File: src/core/mbp_pkg.sv
// package: register offsets, reset values and mode codes for the muxed byte port
package mbp_pkg;
  localparam int          DATA_W          = 8;
  localparam int          ADDR_W          = 16;
  localparam logic [15:0] ADDR_PULLUP     = 16'hFFAE;
  localparam logic [15:0] ADDR_DIRECTION  = 16'hFFB4;
  localparam logic [15:0] ADDR_OUTPUT     = 16'hFFB6;
  localparam logic [15:0] ADDR_SYS_CTRL   = 16'hFFC0;
  localparam logic [7:0]  RST_PULLUP      = 8'h00;
  localparam logic [7:0]  RST_DIRECTION   = 8'h00;
  localparam logic [7:0]  RST_OUTPUT      = 8'h00;
  localparam logic [7:0]  RST_SYS_CTRL    = 8'h00;
  localparam logic [7:0]  DIR_READ_VALUE  = 8'hFF;
  localparam logic [7:0]  UNMAPPED_VALUE  = 8'h00;
  localparam int          HIE_BIT         = 0;
  // operating mode codes on the mode input
  localparam logic [1:0]  MODE_EXP_ROMOFF = 2'h1;
  localparam logic [1:0]  MODE_EXP_ROMON  = 2'h2;
  localparam logic [1:0]  MODE_SINGLE     = 2'h3;
  // pin-owner selection
  typedef enum logic [2:0] {
    MBP_OWN_GPIO = 3'b001,
    MBP_OWN_EXT  = 3'b010,
    MBP_OWN_HOST = 3'b100
  } mbp_owner_e;
endpackage

File: src/core/mbp_port.sv
// muxed byte port: gpio, external data bus or host data bus on eight pins
// What this block does
// - direction register is write-only; reading its address returns all ones.
// - expanded modes ignore direction; all eight pins form the external data bus.
// - external data bus pins float during reset, hardware and software standby.
// - single-chip gpio: direction 1 drives stored output, direction 0 is input.
// - reset and hardware standby clear direction; software standby keeps it.
// - port read gives output register where direction is 1, pin level elsewhere.
// - output data register is read/write, cleared by reset and hardware standby.
// - pull-up is on only when direction bit is 0 and pull-up bit is 1.
// - pull-up register is read/write, cleared by reset and hardware standby.
// - with host interface enabled all pull-ups stay off.
// - pull-ups off in expanded modes always, and in reset or hardware standby.
// - single-chip, host enable 0: port is gpio under the direction register.
// - single-chip, host enable 1: all eight pins carry the host data bus.
// - software standby in single-chip mode keeps each pull-up state unchanged.
//
// The implementer's own choice: the plain strobed port.
module mbp_port
(
  input  wire logic        core_clk,
  input  wire logic        rst,
  input  wire logic [1:0]  op_mode,
  input  wire logic        hw_standby,
  input  wire logic        sw_standby,
  input  wire logic [15:0] reg_addr,
  input  wire logic [7:0]  reg_wdata,
  input  wire logic        reg_wr,
  input  wire logic        reg_rd,
  output logic      [7:0]  reg_rdata,
  input  wire logic [7:0]  ext_bus_out,
  input  wire logic        ext_bus_drive,
  output logic      [7:0]  ext_bus_in,
  input  wire logic [7:0]  host_if_data_out,
  input  wire logic        host_if_data_drive,
  output logic      [7:0]  host_if_data_in,
  output logic             host_if_enable,
  input  wire logic [7:0]  port_pins_i,
  output logic      [7:0]  port_pins_o,
  output logic      [7:0]  port_pins_oe,
  output logic      [7:0]  pin_pullup_on
);

  logic [7:0] pin_direction_q;
  logic [7:0] pin_output_data_q;
  logic [7:0] pin_pullup_enable_q;
  logic [7:0] sys_ctrl_q;
  logic [7:0] pins_meta_q;
  logic [7:0] pins_sync_q;
  logic [7:0] rdata_q;
  logic [7:0] pins_o_q;
  logic [7:0] pins_oe_q;
  logic [7:0] pullup_q;
  logic [7:0] rdata_d;
  logic [7:0] pins_o_d;
  logic [7:0] pins_oe_d;
  logic [7:0] pullup_d;
  logic       expanded;
  logic       clear_regs;
  mbp_pkg::mbp_owner_e owner;

  // hardware standby acts like reset on the port registers
  assign clear_regs = hw_standby;
  assign expanded   = (op_mode != mbp_pkg::MODE_SINGLE);
  assign host_if_enable = sys_ctrl_q[mbp_pkg::HIE_BIT];

  // pin owner from mode and host enable
  // expanded modes win over a stale host enable bit: the host bus exists
  // only in single-chip mode, so the bit is ignored elsewhere
  always_comb
  begin
    if (expanded)
      owner = mbp_pkg::MBP_OWN_EXT;
    else if (host_if_enable)
      owner = mbp_pkg::MBP_OWN_HOST;
    else
      owner = mbp_pkg::MBP_OWN_GPIO;
  end

  // two-flop synchroniser on the pin levels; only stage two is read
  always_ff @(posedge core_clk or posedge rst)
  begin
    if (rst)
    begin
      pins_meta_q <= 8'h00;
      pins_sync_q <= 8'h00;
    end
    else
    begin
      pins_meta_q <= port_pins_i;
      pins_sync_q <= pins_meta_q;
    end
  end

  // direction register
  always_ff @(posedge core_clk or posedge rst)
  begin
    if (rst)
      pin_direction_q <= mbp_pkg::RST_DIRECTION;
    else if (clear_regs)
      pin_direction_q <= mbp_pkg::RST_DIRECTION;
    else if (reg_wr && reg_addr == mbp_pkg::ADDR_DIRECTION)
      pin_direction_q <= reg_wdata;
  end

  // output data register
  always_ff @(posedge core_clk or posedge rst)
  begin
    if (rst)
      pin_output_data_q <= mbp_pkg::RST_OUTPUT;
    else if (clear_regs)
      pin_output_data_q <= mbp_pkg::RST_OUTPUT;
    else if (reg_wr && reg_addr == mbp_pkg::ADDR_OUTPUT)
      pin_output_data_q <= reg_wdata;
  end

  // pull-up control register; software standby simply leaves it alone
  always_ff @(posedge core_clk or posedge rst)
  begin
    if (rst)
      pin_pullup_enable_q <= mbp_pkg::RST_PULLUP;
    else if (clear_regs)
      pin_pullup_enable_q <= mbp_pkg::RST_PULLUP;
    else if (reg_wr && reg_addr == mbp_pkg::ADDR_PULLUP)
      pin_pullup_enable_q <= reg_wdata;
  end

  // system control byte holding the host interface enable bit
  always_ff @(posedge core_clk or posedge rst)
  begin
    if (rst)
      sys_ctrl_q <= mbp_pkg::RST_SYS_CTRL;
    else if (clear_regs)
      sys_ctrl_q <= mbp_pkg::RST_SYS_CTRL;
    else if (reg_wr && reg_addr == mbp_pkg::ADDR_SYS_CTRL)
      sys_ctrl_q <= {7'h00, reg_wdata[mbp_pkg::HIE_BIT]};
  end

  // read mux; port read merges output register and synced pins
  // direction never reads back, so software must keep its own copy of it
  always_comb
  begin
    case (reg_addr)
      mbp_pkg::ADDR_DIRECTION: rdata_d = mbp_pkg::DIR_READ_VALUE;
      mbp_pkg::ADDR_OUTPUT:
        rdata_d = (pin_direction_q & pin_output_data_q)
                | (~pin_direction_q & pins_sync_q);
      mbp_pkg::ADDR_PULLUP:    rdata_d = pin_pullup_enable_q;
      mbp_pkg::ADDR_SYS_CTRL:  rdata_d = sys_ctrl_q;
      default:                 rdata_d = mbp_pkg::UNMAPPED_VALUE;
    endcase
  end

  // read data stands only in the cycle after the strobe
  always_ff @(posedge core_clk or posedge rst)
  begin
    if (rst)
      rdata_q <= 8'h00;
    else if (reg_rd)
      rdata_q <= rdata_d;
    else
      rdata_q <= 8'h00;
  end
  assign reg_rdata = rdata_q;

  // pin drive selection by owner; standby floats the external bus
  always_comb
  begin
    pins_o_d  = 8'h00;
    pins_oe_d = 8'h00;
    case (owner)
      mbp_pkg::MBP_OWN_GPIO:
      begin
        pins_o_d  = pin_output_data_q;
        pins_oe_d = pin_direction_q;
      end
      mbp_pkg::MBP_OWN_EXT:
      begin
        pins_o_d  = ext_bus_out;
        pins_oe_d = (hw_standby || sw_standby) ? 8'h00 : {8{ext_bus_drive}};
      end
      mbp_pkg::MBP_OWN_HOST:
      begin
        pins_o_d  = host_if_data_out;
        pins_oe_d = {8{host_if_data_drive}};
      end
      default:
      begin
        pins_o_d  = 8'h00;
        pins_oe_d = 8'h00;
      end
    endcase
  end

  // pull-up gating; in software standby the registers hold so state holds
  // hw standby also clears the registers, but gating here saves a stale cycle
  always_comb
  begin
    if (expanded || host_if_enable || hw_standby)
      pullup_d = 8'h00;
    else
      pullup_d = pin_pullup_enable_q & ~pin_direction_q;
  end

  // registered pin outputs; reset gives all pins floating, pull-ups off
  always_ff @(posedge core_clk or posedge rst)
  begin
    if (rst)
    begin
      pins_o_q  <= 8'h00;
      pins_oe_q <= 8'h00;
      pullup_q  <= 8'h00;
    end
    else
    begin
      pins_o_q  <= pins_o_d;
      pins_oe_q <= pins_oe_d;
      pullup_q  <= pullup_d;
    end
  end
  assign port_pins_o   = pins_o_q;
  assign port_pins_oe  = pins_oe_q;
  assign pin_pullup_on = pullup_q;

  // synced pin levels routed to the bus owners
  assign ext_bus_in      = pins_sync_q;
  assign host_if_data_in = pins_sync_q;

  // checks
  a_dir_reads_ones: assert property (@(posedge core_clk) disable iff (rst)
    reg_rd && reg_addr == mbp_pkg::ADDR_DIRECTION |=> reg_rdata == 8'hFF)
    else $error("direction read not all ones");
  a_exp_floats_standby: assert property (@(posedge core_clk) disable iff (rst)
    op_mode != mbp_pkg::MODE_SINGLE && (sw_standby || hw_standby) |=> port_pins_oe == 8'h00)
    else $error("external bus driven in standby");
  a_exp_ignores_dir: assert property (@(posedge core_clk) disable iff (rst)
    op_mode != mbp_pkg::MODE_SINGLE && !sw_standby && !hw_standby
    |=> port_pins_oe == {8{$past(ext_bus_drive)}})
    else $error("expanded mode drive not from bus");
  a_gpio_drive: assert property (@(posedge core_clk) disable iff (rst)
    op_mode == mbp_pkg::MODE_SINGLE && !host_if_enable
    |=> port_pins_oe == $past(pin_direction_q) && port_pins_o == $past(pin_output_data_q))
    else $error("gpio drive mismatch");
  a_hwstby_clears: assert property (@(posedge core_clk) disable iff (rst)
    hw_standby |=> pin_direction_q == 8'h00 && pin_output_data_q == 8'h00
                   && pin_pullup_enable_q == 8'h00)
    else $error("hardware standby did not clear");
  a_swstby_keeps: assert property (@(posedge core_clk) disable iff (rst)
    sw_standby && !hw_standby && !reg_wr |=> $stable(pin_direction_q)
                                             && $stable(pin_pullup_enable_q))
    else $error("software standby lost state");
  a_port_read_mix: assert property (@(posedge core_clk) disable iff (rst)
    reg_rd && reg_addr == mbp_pkg::ADDR_OUTPUT |=> reg_rdata ==
      (($past(pin_direction_q) & $past(pin_output_data_q))
      | (~$past(pin_direction_q) & $past(pins_sync_q))))
    else $error("port read mismatch");
  a_pullup_gate: assert property (@(posedge core_clk) disable iff (rst)
    ##1 (pin_pullup_on & $past(pin_direction_q)) == 8'h00
        && (pin_pullup_on & ~$past(pin_pullup_enable_q)) == 8'h00)
    else $error("pull-up on for output or disabled pin");
  a_pullup_host_off: assert property (@(posedge core_clk) disable iff (rst)
    host_if_enable || op_mode != mbp_pkg::MODE_SINGLE |=> pin_pullup_on == 8'h00)
    else $error("pull-up on in host or expanded mode");
  a_write_takes: assert property (@(posedge core_clk) disable iff (rst)
    reg_wr && reg_addr == mbp_pkg::ADDR_OUTPUT && !hw_standby
    |=> pin_output_data_q == $past(reg_wdata))
    else $error("output register write lost");

  // register bus: writes land, reads stand one cycle
  a_dir_write_takes: assert property (@(posedge core_clk) disable iff (rst)
    reg_wr && reg_addr == mbp_pkg::ADDR_DIRECTION && !hw_standby
    |=> pin_direction_q == $past(reg_wdata))
    else $error("direction register write lost");
  a_pullup_write_takes: assert property (@(posedge core_clk) disable iff (rst)
    reg_wr && reg_addr == mbp_pkg::ADDR_PULLUP && !hw_standby
    |=> pin_pullup_enable_q == $past(reg_wdata))
    else $error("pull-up register write lost");
  a_pullup_reads_back: assert property (@(posedge core_clk) disable iff (rst)
    reg_rd && reg_addr == mbp_pkg::ADDR_PULLUP
    |=> reg_rdata == $past(pin_pullup_enable_q))
    else $error("pull-up register read mismatch");
  a_rdata_idle: assert property (@(posedge core_clk) disable iff (rst)
    !reg_rd |=> reg_rdata == 8'h00)
    else $error("read data outside its cycle");

  // standby and expanded mode: software standby keeps, hardware standby and expanded mode keep pull-ups off
  a_out_sw_keeps: assert property (@(posedge core_clk) disable iff (rst)
    sw_standby && !hw_standby && !reg_wr |=> $stable(pin_output_data_q))
    else $error("software standby lost output data");
  a_dir_sw_keeps: assert property (@(posedge core_clk) disable iff (rst)
    sw_standby && !hw_standby && !reg_wr |=> $stable(pin_direction_q))
    else $error("software standby lost direction");
  a_hw_pullup_off: assert property (@(posedge core_clk) disable iff (rst)
    hw_standby |=> pin_pullup_on == 8'h00)
    else $error("pull-up on in hardware standby");
  a_exp_pullup_off: assert property (@(posedge core_clk) disable iff (rst)
    op_mode != mbp_pkg::MODE_SINGLE |=> pin_pullup_on == 8'h00)
    else $error("pull-up on in expanded mode");

  // pin ownership and drive
  a_exp_owner: assert property (@(posedge core_clk) disable iff (rst)
    op_mode != mbp_pkg::MODE_SINGLE |-> owner == mbp_pkg::MBP_OWN_EXT)
    else $error("expanded mode not on external bus");
  a_gpio_owner: assert property (@(posedge core_clk) disable iff (rst)
    op_mode == mbp_pkg::MODE_SINGLE && !host_if_enable |-> owner == mbp_pkg::MBP_OWN_GPIO)
    else $error("single-chip port not general purpose");
  a_host_owner: assert property (@(posedge core_clk) disable iff (rst)
    op_mode == mbp_pkg::MODE_SINGLE && host_if_enable |-> owner == mbp_pkg::MBP_OWN_HOST)
    else $error("host enable did not take the pins");
  a_host_drive: assert property (@(posedge core_clk) disable iff (rst)
    op_mode == mbp_pkg::MODE_SINGLE && host_if_enable
    |=> port_pins_oe == {8{$past(host_if_data_drive)}}
        && port_pins_o == $past(host_if_data_out))
    else $error("host data bus drive mismatch");
  a_gpio_pullup_value: assert property (@(posedge core_clk) disable iff (rst)
    op_mode == mbp_pkg::MODE_SINGLE && !host_if_enable && !hw_standby
    |=> pin_pullup_on == ($past(pin_pullup_enable_q) & ~$past(pin_direction_q)))
    else $error("gpio pull-up state mismatch");

  // pin levels reach the bus owners two clocks late
  a_pin_sync_delay: assert property (@(posedge core_clk) disable iff (rst)
    ##2 ext_bus_in == $past(port_pins_i, 2))
    else $error("external bus input not two clocks late");
  a_host_in_sync: assert property (@(posedge core_clk) disable iff (rst)
    ##2 host_if_data_in == $past(port_pins_i, 2))
    else $error("host bus input not two clocks late");

  c_gpio_out: cover property (@(posedge core_clk) disable iff (rst)
    owner == mbp_pkg::MBP_OWN_GPIO && port_pins_oe != 8'h00);
  c_host_mode: cover property (@(posedge core_clk) disable iff (rst)
    owner == mbp_pkg::MBP_OWN_HOST);
  c_exp_drive: cover property (@(posedge core_clk) disable iff (rst)
    owner == mbp_pkg::MBP_OWN_EXT && port_pins_oe == 8'hFF);
  c_pullup_on: cover property (@(posedge core_clk) disable iff (rst) pin_pullup_on != 8'h00);
  c_sw_standby: cover property (@(posedge core_clk) disable iff (rst)
    sw_standby && pin_pullup_on != 8'h00);

endmodule

File: config.mk
export PLATFORM = sky130hd
export DESIGN_NAME = mbp_port
export DESIGN_NICKNAME = d
export VERILOG_FILES = /design/src/core/mbp_pkg.sv /design/src/core/mbp_port.sv
export SDC_FILE = /design/constraint.sdc
export NUM_CORES = 1
export LEC_CHECK = 0
export BUFFER_PORTS_ARGS = -buffer_cell sky130_fd_sc_hd__buf_2
export CORE_UTILIZATION = 54
export CTS_CLUSTER_SIZE = 30
export DETAILED_ROUTE_END_ITERATION = 8
export GPL_TIMING_DRIVEN = 0
export PLACE_DENSITY_LB_ADDON = 0.25
export SYNTH_ARGS = -nofsm -noshare
export SYNTH_HDL_FRONTEND = slang
export SYNTH_SLANG_ARGS = --single-unit
File: constraint.sdc
create_clock -name core_clk -period 5.9 [get_ports core_clk]
set_input_delay 1.18 -clock core_clk [delete_from_list [all_inputs] [get_ports core_clk]]
set_output_delay 1.18 -clock core_clk [all_outputs]
set_load 0.005 [all_outputs]
## Yosys cells after proc, flatten, opt, wreduce, memory -nomap -nowiden

Index checks and enable logic that the tools add are counted.

- Flip-flop bits (word level): 80
- Bits of input ports: 58
- Output and inout port bits: 49
- Word-level logic and storage cells: 50

- Equal/unequal tests: 8
- Multiplexer cells: 16
- Bitwise logic cells: 5
- Reduce and logical (&&, ||, !) cells: 11

Operators with widths:

| cell | number |
|---|---|
| 2-to-1 mux 8 bit | 11 |
| == test 16 bit, second input constant | 4 |
| case mux 8 bit (3 select lines) | 2 |
| case mux 8 bit (4 select lines) | 1 |
| AND 8 bit | 3 |
| NOT 8 bit | 1 |
| bitwise OR 8 bit | 1 |
| nonzero test 2 bit | 4 |
| 2-to-1 mux 3 bit | 2 |
| logical AND 1 bit | 4 |
| == test 3 x 1 -> 1 bit, second input constant | 1 |
| == test 3 x 2 -> 1 bit, second input constant | 1 |
| == test 3 bit, second input constant | 1 |
| logical OR 1 bit | 3 |
| inequality test 2 bit, second input constant | 1 |

## Depth between registers and ports, before layout

- Word-level depth: 5
- Gate-level depth with buffers: 7
- Gate-level depth less buffers: 4

## Least setup slack after synthesis

No wires, ideal clock.

- Kind: input port to flip-flop
- From: input reg_addr[0]
- To: register rdata_q[0] (netlist: reg_rdata[0])
- Library setup time: 0.104 ns
- Arrival time: 2.440 ns
- Data required time: 5.796 ns
- Slack: 3.356 ns
- Stages on the path: 5
- Path buffers: 1
- Path through: nand4b_2 -> nor4_4 -> buf_4 -> a31oi_1 -> a221oi_1

- Word-level cells in the longest chain between the ends: 3
- Elaborated cells between the ends (all ways): 6
- Those cells by class: eq/ne: 4; mux: 2

Ends and longest elaborated chain:

| element | RTL line | text |
|---|---|---|
| start, declared | mbp_port.sv:26 | `input wire logic [15:0] reg_addr,` |
| == test 16 bit | mbp_port.sv:143 | `case (reg_addr)` |
| case mux 8 bit (4 select lines) (*) | mbp_port.sv:143 |  |
| 2-to-1 mux 8 bit (*) | mbp_port.sv:159 | `else if (reg_rd)` |
| end signal, assigned | mbp_port.sv:160 | `rdata_q <= rdata_d;` |
| end, declared | mbp_port.sv:50 | `logic [7:0] rdata_q;` |

Mark *: on every way between the ends. The rest lies on a longest branch, timed or not.
A chain may end at the register's enable or synchronous reset.

## Worst setup path after layout

- From: input op_mode[0]
- To: register pullup_q[3] (netlist: pin_pullup_on[3])

- Word-level cells in the longest chain between the ends: 4

Ends and longest elaborated chain:

| element | RTL line | text |
|---|---|---|
| start, declared | mbp_port.sv:23 | `input wire logic [1:0] op_mode,` |
| inequality test 2 bit | mbp_port.sv:64 | `assign expanded = (op_mode != mbp_pkg::MODE_SINGLE);` |
| logical OR 1 bit (2 in a row) | mbp_port.sv:199 | `if (expanded \|\| host_if_enable \|\| hw_standby)` |
| 2-to-1 mux 8 bit | mbp_port.sv:199 |  |
| via pullup_d[3] | mbp_port.sv:57 | `logic [7:0] pullup_d;` |
| end signal, assigned | mbp_port.sv:218 | `pullup_q <= pullup_d;` |
| end, declared | mbp_port.sv:53 | `logic [7:0] pullup_q;` |

The timed path passes the listed nets, and every way through them passes these cells.

==> run_results.csv <==
group,metric,value,unit
sta,setup-violations-final,0,
power_and_ir_drop,leakagePower,1.93,nW
synth,synth_top_area_cell,"dfrtp_1",
grt,groute.usage.overall,28.4,%
clocking,cts-buffers-inserted,9,
synth,synthTopCellsByArea,"dfrtp_1, a21oi_1, nand3_1, mux2_2, mux2i_1",
floorplan,core,5610,um2
placement,numPortBuffers,104,
run_status,status,"finished clean",
synth,synth-seq-cells,73,
worst_setup_path,crit_required,6.14,ns
final_layout,drive_above_1_share,38.1,%
floorplan,start_util,56.9,%
grt,grt_remaining_overflow,0,
synth,yosysWarnings,0,
clocking,cts_hold_buf,0,
sta,final_max_slew_viol_count,0,
synth,synthCells,279,
final_layout,stdcell_area,4060,um2
clocking,cts_tree,"done",
worst_setup_path,crit_arrival,2.92,ns
floorplan,io_pins,107,
job,drv_cap,0,
clocking,post_cts_resized,0,
drt,dr.pass1.iters,5,
grt,grt_pass1_vias,2583,
clocking,numClockSinks,73,
hold_path,worstHoldPathType,"flop to flop",
worst_setup_path,path_max_fanout,10,
worst_setup_path,critPathKind,"input pin to flop",
grt,grt_pass1_wl,13100,um
placement,postPlaceCellArea,3800,um2
final_layout,final_nets,452,
final_layout,postLayoutCoreUtil,72.4,%
clocking,post-cts-setup-buffers,0,
clocking,clock_latency,0.35,ns
power_and_ir_drop,max-vdd-ir-drop,0.177,mV
floorplan,die_h,78.9,um
floorplan,die_x,78.9,um
drt,vias_per_cell,5.89,
drt,drcViolationCount,0,
sta,maxSlewHeadroom,36.3,%
final_layout,diodes,0,
power_and_ir_drop,p_per_area,272,nW/um2
sta,finalClockSkew,0.00700,ns
sta,period_share,45.4,%
drt,final_antenna_net_count,0,
synth,synth_nets,337,
hold_path,whs_path_depth,0,
synth,synth_top_area_share,57.3,%
grt,antenna_found_initial,0,
drt,num_vias,2775,
sta,fin_setup_tns,0,ns
clocking,clk_pin_slew,0.08,ns
floorplan,rows,27,
sta,hold_viol,0,
final_layout,syn_to_final_growth,27.3,%
drt,wl_per_cell,17.5,um
drt,wl,8260,um
drt,drtIter0Drc,239,
placement,gp_congestion,0.922,
synth,ys_seq_area_share,57.3,%
worst_setup_path,end_kind,"flop",
sta,rsz0062_at_grt,"false",
sta,tightest_slew,0.948,ns
synth,syn_avg_cell_area,11.4,um2
worst_setup_path,cp-start-kind,"input pin",
placement,place_ws,2.94,ns
floorplan,dieArea,6220,um2
sta,max_freq,0.373,GHz
clocking,root_buffer,"clkbuf_8",
clocking,cts_max_path_buffers,2,
sta,setup_slack,3.22,ns
worst_setup_path,reg2reg_depth,6,
placement,hpwl,5670,um
clocking,htreeDepth,3,
sta,period_needed,2.68,ns
synth,yosysUniqueCellTypes,41,
grt,grt_max_degree,74,
power_and_ir_drop,p_total,0.00110,W
synth,syn-cell-area,3190,um2
[synth_stat cells, drive strengths merged]
master and n:
a211oi 1, a21o 8, a21oi 40, a221oi 8
a31o 1, a31oi 1, a32o 1, a32oi 1
and2 2, and4bb 1, buf 14, clkbuf 13
dfrtp 73, inv 4, mux2 8, mux2i 8
nand2 2, nand2b 1, nand3 24, nand4 11
nand4b 3, nand4bb 1, nor2 11, nor3 2
nor3b 8, nor4 4, o21ai 16, o31ai 8
or2 1, or3 1, or4 2
[flip-flops by register name, summed over array words and instances (netlist names), 8 cells and up]
name                 cells
pin_pullup_enable_q      8
ext_bus_in               8
pin_pullup_on            8
pins_meta_q              8
pin_output_data_q        8
reg_rdata                8
port_pins_o              8
pin_direction_q          8
port_pins_oe             8
[per-layer routing]
layer  vias up  global-route usage, %  part of all wire, %
met5         -                      0                    0
met4         0                   10.9                  1.3
met3        12                   5.29                  7.8
met2       136                   44.5                   48
met1      1356                   39.4                   43
li1       1271                      -                    -
[area by class of cell]
type                    instances  area [um2]
fillers                       423        1550
clock inverters                 6         130
plain buffers                  27         144
well taps                      72        90.1
clock buffers                  10         128
multi-input cells             175        1200
flip-flops and latches         73        1830
inverters                       4        17.5
repair buffers                104         520
[critical path, stage by stage]
cell,delay [ns]
buf_2,0.07
and2_1,0.11
clkbuf_1,0.37
and2_1,0.20
clkbuf_1,0.35
nand2b_1,0.09
clkbuf_1,0.23
nor3b_1,0.31
[cell families (layout without fill, tap and decap cells)]
logic type      count (synthesis)  after routing  share of synthesized area, %
mux                            16             16                          5.34
buf+inv                        31            151                          4.98
compound gates                 85             85                          16.6
simple gates                   74             74                          15.8
flops                          73             73                          57.3
[metrics by stage]
step	hold WS (ns)	cells
2_1_floorplan	0.331	279
5_1_grt	0.357	471
4_1_cts	0.352	471
6_report	0.350	471
3_5_place_dp	0.335	455
3_3_place_gp	0.331	455
[path summary, 6_finish.rpt]
| check | startpoint | end | slack [ns] |
|---|---|---|---|
| min in group asynchronous | rst | reg_rdata[1]$_DFF_PP0_ | 0.99 |
| worst min-delay path | pins_meta_q[6]$_DFF_PP0_ | ext_bus_in[6]$_DFF_PP0_ | 0.35 |
| worst max-delay path | op_mode[0] | pin_pullup_on[3]$_DFF_PP0_ | 3.22 |
| worst max register to register | sys_ctrl_q[0]$_DFFE_PP0P_ | pin_pullup_on[3]$_DFF_PP0_ | 4.21 |
| max in group asynchronous | rst | ext_bus_in[2]$_DFF_PP0_ | 4.33 |
| worst min register to register | pins_meta_q[6]$_DFF_PP0_ | ext_bus_in[6]$_DFF_PP0_ | 0.35 |
[power by group]
part	internal, W	switching (W)
Combinational	0.0000340	0.0000476
Sequential	0.000512	0.00000426
Clock	0.000322	0.000185
Total	0.000868	0.000237
[cell usage in the layout (no fill, tap or decap), types with 9 or more instances in the layout]
cell      instances
o21ai_0          14
clkbuf_1         14
nand4_1          10
dfrtp_1          73
a21oi_1          40
buf_2           105
nand3_1          24
buf_4             9
clkbuf_8          9
nor2_1           11
(Power assumes the default switching activity.)
